`src/alsc_pkg.sv`:
```
// constants for the ascii link status / checksum block
// assumes an 8-bit character stream from a uart on the same clock
// Summary of operation
// - request status 00 when request processed
// - request status 01 on bad format
// - request status 02 on unsupported operation
// - request status 04 on checksum or parity
// - every response carries a controller status code
// - controller status 00 when healthy and received
// - controller status 01 on invalid data, no action
// - controller status 02 while database change busy
// - controller status 04 on illegal state or mode
// - controller status 06 while auto tuning runs
// - controller status 07 when temporarily unable
// - status-change events add 80 to controller code
// - host writing parameter 255 clears change flag
// - optional checksum verifies request messages
// - 8-bit sum before checksum, high nibble first
// - checksum mismatch discards request, answers 04
// - message ends with cr then lf
package alsc_pkg;
  // request message status codes
  localparam logic [7:0] REQ_OK = 8'h00;
  localparam logic [7:0] REQ_FORMAT = 8'h01;
  localparam logic [7:0] REQ_UNSUPPORTED = 8'h02;
  localparam logic [7:0] REQ_CHECKSUM = 8'h04;
  // controller status base codes
  localparam logic [6:0] CTL_OK = 7'h00;
  localparam logic [6:0] CTL_BAD_DATA = 7'h01;
  localparam logic [6:0] CTL_BUSY = 7'h02;
  localparam logic [6:0] CTL_ILLEGAL = 7'h04;
  localparam logic [6:0] CTL_TUNING = 7'h06;
  localparam logic [6:0] CTL_UNABLE = 7'h07;
  // position of the status-change flag in the controller byte (adds 80)
  localparam int CTL_FLAG_BIT = 7;
  // number of status-change event sources
  localparam int EVT_W = 8;
  // ascii characters of interest, parity bit stripped
  localparam logic [6:0] CH_CR = 7'h0d;
  localparam logic [6:0] CH_LF = 7'h0a;
  localparam logic [6:0] CH_COMMA = 7'h2c;
  localparam logic [6:0] CH_SPACE = 7'h20;
  localparam logic [6:0] CH_DEL = 7'h7f;
  // checksum format identifier "4204", first character in top bits
  localparam logic [27:0] FMT_CKSUM = {7'h34, 7'h32, 7'h30, 7'h34};
  // field index that carries the format identifier
  localparam logic [3:0] FMT_FIELD = 4'h1;
  // fewest commas in a well formed request
  localparam logic [3:0] MIN_COMMAS = 4'h2;
  // longest request accepted, characters before cr
  localparam logic [6:0] MSG_MAX = 7'h50;
  // index of the last response character in an answer (four per answer)
  localparam logic [1:0] RESP_LAST = 2'h3;
  // reset values
  localparam logic [7:0] SUM_RST = 8'h00;
  localparam logic [6:0] LEN_RST = 7'h00;
  // buffer depth
  localparam int BUF_DEPTH = 2;
endpackage

```
`src/alsc_core.sv`:
```
// request checker and status reporter for an ascii multidrop link
// assumes a uart on clk delivering characters with a parity error flag,
// and a request parser / controller core supplying status levels
`timescale 1ns/1ps
module alsc_core
  import alsc_pkg::*;
(
  input wire logic clk,
  input wire logic srst,
  // incoming request characters
  input wire logic [7:0] rx_char,
  input wire logic rx_valid,
  input wire logic rx_parity_err,
  output logic rx_ready,
  // verdict levels from the parser / controller core
  input wire logic op_unsupported,
  input wire logic data_invalid,
  input wire logic db_busy,
  input wire logic state_illegal,
  input wire logic tuning_active,
  input wire logic unable_now,
  // status-change event pulses, one bit per cause
  input wire logic [EVT_W-1:0] change_evt,
  // pulse: host wrote parameter 255
  input wire logic change_clear,
  // per request verdict
  output logic req_done,
  output logic req_execute,
  output logic req_checksummed,
  output logic [7:0] req_status,
  output logic [7:0] ctl_status,
  output logic change_flag,
  // response status characters toward the transmitter
  output logic [7:0] tx_char,
  output logic tx_valid,
  input wire logic tx_ready
);
  // one-hot states
  typedef enum logic [1:0] {
    ST_RECV = 2'b01,
    ST_EMIT = 2'b10
  } alsc_state_e;

  alsc_state_e state;
  alsc_state_e next_state;
  // running sum of the message characters so far, cr excluded
  logic [7:0] sum;
  // sum at start of the current field, commas included
  logic [7:0] field_sum;
  // characters in the message and in the current field
  logic [6:0] msg_len;
  logic [6:0] fld_len;
  // commas seen
  logic [3:0] commas;
  // last four characters of the current field
  logic [27:0] tail;
  // per message error marks
  logic par_bad;
  logic fmt_bad;
  logic ck_fmt;
  // cr seen, waiting for lf
  logic saw_cr;
  // character being taken
  logic take;
  logic [6:0] ch;
  // end of a well framed message
  logic msg_end;
  // verdict computed at message end
  logic [7:0] next_req;
  logic [6:0] next_base;
  logic ck_ok;
  logic [4:0] hi_dig;
  logic [4:0] lo_dig;
  // response emission
  logic [1:0] emit_idx;
  logic [7:0] emit_char;
  logic buf_in_ready;

  // hex digit to {valid, nibble}
  function automatic logic [4:0] hex_val(input logic [6:0] c);
    logic [4:0] r;
    r = 5'h00;
    if (c >= 7'h30 && c <= 7'h39) begin
      r = {1'b1, 4'(c - 7'h30)};
    end else if (c >= 7'h41 && c <= 7'h46) begin
      r = {1'b1, 4'(c - 7'h37)};
    end else if (c >= 7'h61 && c <= 7'h66) begin
      r = {1'b1, 4'(c - 7'h57)};
    end
    return r;
  endfunction

  // nibble to upper-case ascii hex
  function automatic logic [7:0] hex_char(input logic [3:0] n);
    logic [7:0] r;
    r = (n < 4'ha) ? (8'h30 + 8'(n)) : (8'h37 + 8'(n));
    return r;
  endfunction

  // characters are refused until the last response character has entered the buffer
  assign rx_ready = (state == ST_RECV);
  assign take = rx_valid && rx_ready;
  // parity bit ignored everywhere
  // parity stripped
  assign ch = rx_char[6:0];
  assign msg_end = take && saw_cr && (ch == CH_LF);

  // state register
  always_ff @(posedge clk) begin
    if (srst) begin
      state <= ST_RECV;
    end else begin
      state <= next_state;
    end
  end

  // receive until framed, then emit four characters
  always_comb begin
    next_state = state;
    case (state)
      ST_RECV: begin
        if (msg_end) begin
          next_state = ST_EMIT;
        end
      end
      ST_EMIT: begin
        if (buf_in_ready && emit_idx == RESP_LAST) begin
          next_state = ST_RECV;
        end
      end
      default: begin
        next_state = ST_RECV;
      end
    endcase
  end

  // running checksum and field snapshot
  always_ff @(posedge clk) begin
    // a cr followed by anything clears the message, framed or broken
    if (srst || (take && saw_cr)) begin
      sum <= SUM_RST;
      field_sum <= SUM_RST;
    end else if (take && !saw_cr && ch != CH_CR) begin
      sum <= sum + {1'b0, ch};
      if (ch == CH_COMMA) begin
        field_sum <= sum + {1'b0, ch};
      end
    end
  end

  // field tracking: lengths, commas and tail characters
  always_ff @(posedge clk) begin
    if (srst || (take && saw_cr)) begin
      msg_len <= LEN_RST;
      fld_len <= LEN_RST;
      commas <= 4'h0;
      tail <= 28'h0;
    end else if (take && !saw_cr && ch != CH_CR) begin
      if (msg_len != MSG_MAX) begin
        msg_len <= msg_len + 7'h1;
      end
      if (ch == CH_COMMA) begin
        fld_len <= LEN_RST;
        tail <= 28'h0;
        if (commas != 4'hf) begin
          commas <= commas + 4'h1;
        end
      end else begin
        if (fld_len != MSG_MAX) begin
          fld_len <= fld_len + 7'h1;
        end
        tail <= {tail[20:0], ch};
      end
    end
  end

  // format identifier of the checksum variant
  always_ff @(posedge clk) begin
    if (srst || (take && saw_cr)) begin
      ck_fmt <= 1'b0;
    end else if (take && !saw_cr && ch == CH_COMMA && commas == FMT_FIELD) begin
      ck_fmt <= (fld_len == 7'h4) && (tail == FMT_CKSUM);
    end
  end

  // parity and format faults, sticky within the message
  always_ff @(posedge clk) begin
    if (srst || (take && saw_cr)) begin
      par_bad <= 1'b0;
      fmt_bad <= 1'b0;
    end else if (take) begin
      if (rx_parity_err) begin
        par_bad <= 1'b1;
      end
      // control characters other than the terminators, or overlong
      if (!saw_cr && ch != CH_CR && (ch < CH_SPACE || ch == CH_DEL)) begin
        fmt_bad <= 1'b1;
      end
      if (!saw_cr && ch != CH_CR && msg_len == MSG_MAX) begin
        fmt_bad <= 1'b1;
      end
    end
  end

  // cr / lf framing; a broken pair drops the whole message
  always_ff @(posedge clk) begin
    if (srst || (take && saw_cr)) begin
      saw_cr <= 1'b0;
    end else if (take) begin
      // cr must be followed by lf
      saw_cr <= !saw_cr && (ch == CH_CR);
    end
  end

  // checksum digits are the last two characters of the final field
  assign hi_dig = hex_val(tail[13:7]);
  assign lo_dig = hex_val(tail[6:0]);
  // high nibble first, sum before field
  assign ck_ok = ({hi_dig[3:0], lo_dig[3:0]} == field_sum);

  // request status verdict, first failing check wins
  always_comb begin
    next_req = REQ_OK;
    if (par_bad) begin
      next_req = REQ_CHECKSUM;
    end else if (fmt_bad || commas < MIN_COMMAS) begin
      next_req = REQ_FORMAT;
    end else if (ck_fmt && (fld_len != 7'h2 || !hi_dig[4] || !lo_dig[4])) begin
      // malformed checksum field is a format fault
      next_req = REQ_FORMAT;
    end else if (ck_fmt && !ck_ok) begin
      next_req = REQ_CHECKSUM;
    end else if (op_unsupported) begin
      next_req = REQ_UNSUPPORTED;
    end else begin
      next_req = REQ_OK;
    end
  end

  // controller base code, most pressing condition first
  always_comb begin
    next_base = CTL_OK;
    if (unable_now) begin
      next_base = CTL_UNABLE;
    end else if (tuning_active) begin
      next_base = CTL_TUNING;
    end else if (state_illegal) begin
      next_base = CTL_ILLEGAL;
    end else if (db_busy) begin
      next_base = CTL_BUSY;
    end else if (data_invalid) begin
      next_base = CTL_BAD_DATA;
    end else begin
      next_base = CTL_OK;
    end
  end

  // sticky status-change flag; a new event beats a clear
  always_ff @(posedge clk) begin
    if (srst) begin
      change_flag <= 1'b0;
    end else if (|change_evt) begin
      change_flag <= 1'b1;
    end else if (change_clear) begin
      change_flag <= 1'b0;
    end
  end

  // latched verdict of the last framed request
  always_ff @(posedge clk) begin
    if (srst) begin
      req_status <= REQ_OK;
      ctl_status <= 8'h00;
      req_checksummed <= 1'b0;
    end else if (msg_end) begin
      req_status <= next_req;
      ctl_status <= {change_flag, next_base};
      req_checksummed <= ck_fmt;
    end
  end

  // one-cycle verdict pulses
  always_ff @(posedge clk) begin
    if (srst) begin
      req_done <= 1'b0;
      req_execute <= 1'b0;
    end else begin
      req_done <= msg_end;
      // failed requests are never acted on
      req_execute <= msg_end && (next_req == REQ_OK) && (next_base == CTL_OK);
    end
  end

  // response character index
  always_ff @(posedge clk) begin
    if (srst || state != ST_EMIT) begin
      emit_idx <= 2'h0;
    end else if (buf_in_ready) begin
      emit_idx <= emit_idx + 2'h1;
    end
  end

  // four status characters, high digit first
  always_comb begin
    emit_char = 8'h00;
    case (emit_idx)
      2'h0: emit_char = hex_char(req_status[7:4]);
      2'h1: emit_char = hex_char(req_status[3:0]);
      2'h2: emit_char = hex_char(ctl_status[7:4]);
      2'h3: emit_char = hex_char(ctl_status[3:0]);
      default: emit_char = 8'h00;
    endcase
  end

  // buffer absorbs transmitter stalls without losing characters
  alsc_buf u_buf (
    .clk(clk),
    .srst(srst),
    .in_data(emit_char),
    .in_valid(state == ST_EMIT),
    .in_ready(buf_in_ready),
    .out_data(tx_char),
    .out_valid(tx_valid),
    .out_ready(tx_ready)
  );
endmodule

```
`src/alsc_buf.sv`:
```
// two-entry buffer between response builder and transmitter
// assumes both sides on clk; out side may stall for any time
`timescale 1ns/1ps
module alsc_buf
  import alsc_pkg::*;
(
  input wire logic clk,
  input wire logic srst,
  input wire logic [7:0] in_data,
  input wire logic in_valid,
  output logic in_ready,
  output logic [7:0] out_data,
  output logic out_valid,
  input wire logic out_ready
);
  // storage, entry 0 is the head
  logic [7:0] mem [BUF_DEPTH];
  // words held, 0..2
  logic [1:0] count;
  logic push;
  logic pop;

  // honest full and empty
  assign in_ready = (count != 2'(BUF_DEPTH));
  assign out_valid = (count != 2'h0);
  assign push = in_valid && in_ready;
  assign pop = out_valid && out_ready;
  assign out_data = mem[0];

  // occupancy
  always_ff @(posedge clk) begin
    if (srst) begin
      count <= 2'h0;
    end else begin
      count <= count + 2'(push) - 2'(pop);
    end
  end

  // shift on pop, write at the first free slot
  always_ff @(posedge clk) begin
    if (srst) begin
      mem[0] <= 8'h00;
      mem[1] <= 8'h00;
    end else begin
      if (pop) begin
        mem[0] <= mem[1];
      end
      if (push) begin
        // slot depends on whether the head leaves this cycle
        if (count == 2'h0 || (count == 2'h1 && pop)) begin
          mem[0] <= in_data;
        end else begin
          mem[1] <= in_data;
        end
      end
    end
  end
endmodule

```
`config.mk`:
```
export PLATFORM = sky130hd
export DESIGN_NAME = alsc_core
export DESIGN_NICKNAME = d
export VERILOG_FILES = /design/src/alsc_pkg.sv /design/src/alsc_core.sv /design/src/alsc_buf.sv
export SDC_FILE = /design/constraint.sdc
export NUM_CORES = 1
export LEC_CHECK = 0
export BUFFER_PORTS_ARGS = -buffer_cell sky130_fd_sc_hd__clkbuf_2
export CORE_UTILIZATION = 52
export CTS_CLUSTER_SIZE = 28
export DETAILED_ROUTE_END_ITERATION = 10
export PLACE_DENSITY = 0.82
export SETUP_SLACK_MARGIN = 0.3
export SLEW_MARGIN = 20
export SYNTH_ARGS = -nofsm -noshare
export SYNTH_HDL_FRONTEND = slang
export SYNTH_SLANG_ARGS = --single-unit
```
`constraint.sdc`:
```
create_clock -name clk -period 3.5 [get_ports clk]
set_input_delay 0.525 -clock clk [delete_from_list [all_inputs] [get_ports clk]]
set_output_delay 0.525 -clock clk [all_outputs]
set_load 0.01 [all_outputs]
```
==> impl_metrics.ini <==
[critical_path]
crit_path_end = fld_len[5]
crit_required_ps = 3760
rr_endpoint = fld_len[5]
critPathArrivalTime_ps = 2850
reg2reg_depth = 6
crit_path_start_kind = register
crit_type = register to register
startpoint = saw_cr
crit_path_max_fanout = 16
crit_path_end_kind = register
r2r-start = saw_cr
rrSetupSlack_ps = 910

[die]
core-area_um2 = 9240
rows = 35
die_h_um = 99.86
ios = 58
initial_utilization_pct = 53.89
die_area_um2 = 9972
die-width_um = 99.86

[finish]
num-fill-cells = 808
fin_area_um2 = 5399
final_util_pct = 58.43
antennaDiodeCount = 0
syn_to_final_growth_pct = 8.417
final_cells = 758
final_layout_size_suffix_gt1_share_pct = 14.94
final_nets = 679

[hold_path]
hold_class = primary input to register

[drt]
routed_via_density = 5.570
totalWireLength_um = 10600
drtAntennaViolNets = 0
drtIter0Drc = 302
wire_per_inst_um = 13.98
vias = 4222
drc = 0
drtPass1Iterations = 5

[placement]
dpl_cell_area_um2 = 5209
routabilityCongestion = 0.8811
port_buffers = 45
dp_slack_ps = 719.7
dp_hpwl_um = 7668
dp_cells = 742

[synthesis]
netlist_area_um2 = 4980
ys_warn_count = 0
synthCells = 595
ys_seq_elements = 93
ys_types = 74
synth_ff_type = dfxtp_1
yosysSeqAreaShare_pct = 39.40
synth_edf_count = 10
async_flop_share_pct = 0
post_synth.cell_area_avg_um2 = 8.369

[clock_tree]
cts.repair.resized = 0
worstSkewPairLatency_ps = 370
cts.clk_slew.worst_paths_ps = 100
postCtsHoldBufs = 0
cts_made_buffers = 9
cts_tree = done
clk_path_buf_depth = 2
cts-root-buf = clkbuf_8
clock-sinks = 93
cts_setup_buffers = 0
htreeDepth = 3

[sta]
final_hold_viol_count = 0
period_share_pct = 74.01
setup_viol = 0
drv_slew = 0
clock.fmax_ghz = 0.3861
fin_crit_ps = 2590
fin_ws_ps = 909.8
clock_skew_ps = 7.947
rsz0062_at_grt = no
worst_pin_slew_ps = 801.1
tns_ps = 0
fin_hold_ws_ps = 405.1
slew_headroom_pct = 45.22

[power_and_ir_drop]
peakVddDrop_mv = 0.2156
leakagePower_nw = 2.059
finalPower_mw = 2.121
power_density_nw_per_um2 = 392.8

[global_route]
grt_pass1_wl_um = 17640
grt_max_degree = 36
grt_overflow = 0
grt_pass1_vias = 3873
antenna_found_initial = 0
track_usage_pct = 22.12

[run_status]
status = finished, final reports clean

[job]
maxCapViolCount = 0
[worst min-delay path by stage]
stage                              from          end  slack [ps]  cells after the start
after floorplan                tail[23]     tail[23]         430                      2
after global placement         tail[27]     tail[27]         440                      2
after detailed placement       tail[24]     tail[24]         450                      2
after CTS                 rx_parity_err      par_bad         400                      3
after global routing      change_evt[6]  change_flag         410                      3
final                     rx_parity_err      par_bad         410                      3
[placed cells by master, fill, tap and decap left out, types with 3 or more instances in the layout]
master	instances
clkbuf_2	45
nor3b_1	3
nand4_1	9
nor4_1	4
nand3b_1	3
a211oi_1	8
a21oi_1	62
a22oi_1	5
ha_1	26
nand3_1	8
or3_1	4
clkbuf_8	9
o21ai_0	8
nor3_1	16
dfxtp_1	83
or2_2	6
xor2_1	11
nor2b_1	5
inv_1	29
conb_1	11
nand2b_1	7
clkinv_4	3
nor4b_1	3
nor2_1	56
a21o_1	3
xnor2_1	13
o21a_1	3
buf_4	6
mux2i_1	9
nand2_1	98
edfxtp_1	10
and2_1	4
nor4_2	3
[where the power goes]
| part | internal, mW | switching, mW | total (mW) |
|---|---|---|---|
| logic | 0.112 | 0.167 | 0.280 |
| clock network | 0.277 | 0.416 | 0.692 |
| registers | 1.11 | 0.0352 | 1.15 |
| total | 1.50 | 0.618 | 2.12 |
[cell families after synthesis]
| family | synth area share (%) |
|---|---|
| AND/OR/NAND/NOR | 25.13 |
| buffers and inverters | 7.085 |
| adder cells (fa/ha/maj) | 6.935 |
| XOR/XNOR | 4.221 |
| other | 0.07530 |
| AO/OA/AOI/OAI | 15.35 |
| multiplexers | 1.809 |
| flip-flops | 39.40 |
[Yosys cell counts, drive strengths merged (2+ instances only)]
| cell | instances | area, µm² |
|---|---|---|
| o21ba | 2 | 20.02 |
| nor2 | 56 | 210.2 |
| nor4b | 3 | 26.28 |
| nor4 | 7 | 62.56 |
| a211oi | 10 | 85.08 |
| xnor2 | 13 | 113.9 |
| o21ai | 10 | 50.05 |
| nand4b | 2 | 17.52 |
| inv | 30 | 112.6 |
| buf | 33 | 202.7 |
| mux2i | 9 | 90.09 |
| nand4 | 9 | 56.30 |
| o31ai | 2 | 15.01 |
| dfxtp | 83 | 1662 |
| nor3b | 4 | 35.03 |
| a21oi | 63 | 319.1 |
| a22oi | 5 | 37.54 |
| a21o | 3 | 22.52 |
| and2 | 4 | 25.02 |
| nand3b | 3 | 22.52 |
| a31oi | 4 | 46.29 |
| or2 | 6 | 37.54 |
| clkbuf | 10 | 37.54 |
| o32ai | 2 | 17.52 |
| edfxtp | 10 | 300.3 |
| nand2b | 7 | 43.79 |
| or3b | 4 | 37.54 |
| nor2b | 5 | 31.28 |
| a31o | 2 | 17.52 |
| nand3 | 8 | 40.04 |
| nand2 | 99 | 374.1 |
| ha | 26 | 325.3 |
| and3 | 2 | 12.51 |
| xor2 | 11 | 96.34 |
| or4 | 3 | 26.27 |
| nor3 | 18 | 112.6 |
| or3 | 4 | 25.02 |
| o21a | 3 | 22.52 |
[metal layers]
metal,vias to the layer above,routed length (µm),global-route usage [%],part of all wire [%]
met1,1967,4726,28.38,45
li1,2079,-,-,-
met4,0,323,10.52,3.0
met3,28,553,3.552,5.2
met2,148,4991,36.45,47
met5,-,0,0,0
[area by class of cell]
type / instances / area [µm²] / share of cell area [%]
tap: 129 / 161.4 / 2.990
timing repair buffer: 51 / 270.3 / 5.006
clock inverter: 7 / 66.31 / 1.228
inverter: 30 / 112.6 / 2.086
multi-input combinational: 439 / 2703 / 50.06
clock buffer: 9 / 123.9 / 2.294
sequential: 93 / 1962 / 36.34
[flip-flops by register name, indices dropped and copies added, names as in the netlist, 2 cells and up]
name,count
req_status,3
tail,28
state,2
sum,8
fld_len,7
ctl_status,4
field_sum,8
u_buf.mem,10
emit_idx,2
commas,4
u_buf.count,2
msg_len,7
[worst max-delay path, stage by stage (launching register included)]
cell and delay, ps:
dfxtp_1 340, nor4bb_1 430, o41a_1 660, o31ai_1 270, or4_1 570, xor2_1 160, nor2_1 50
(Power assumes the default switching activity.)
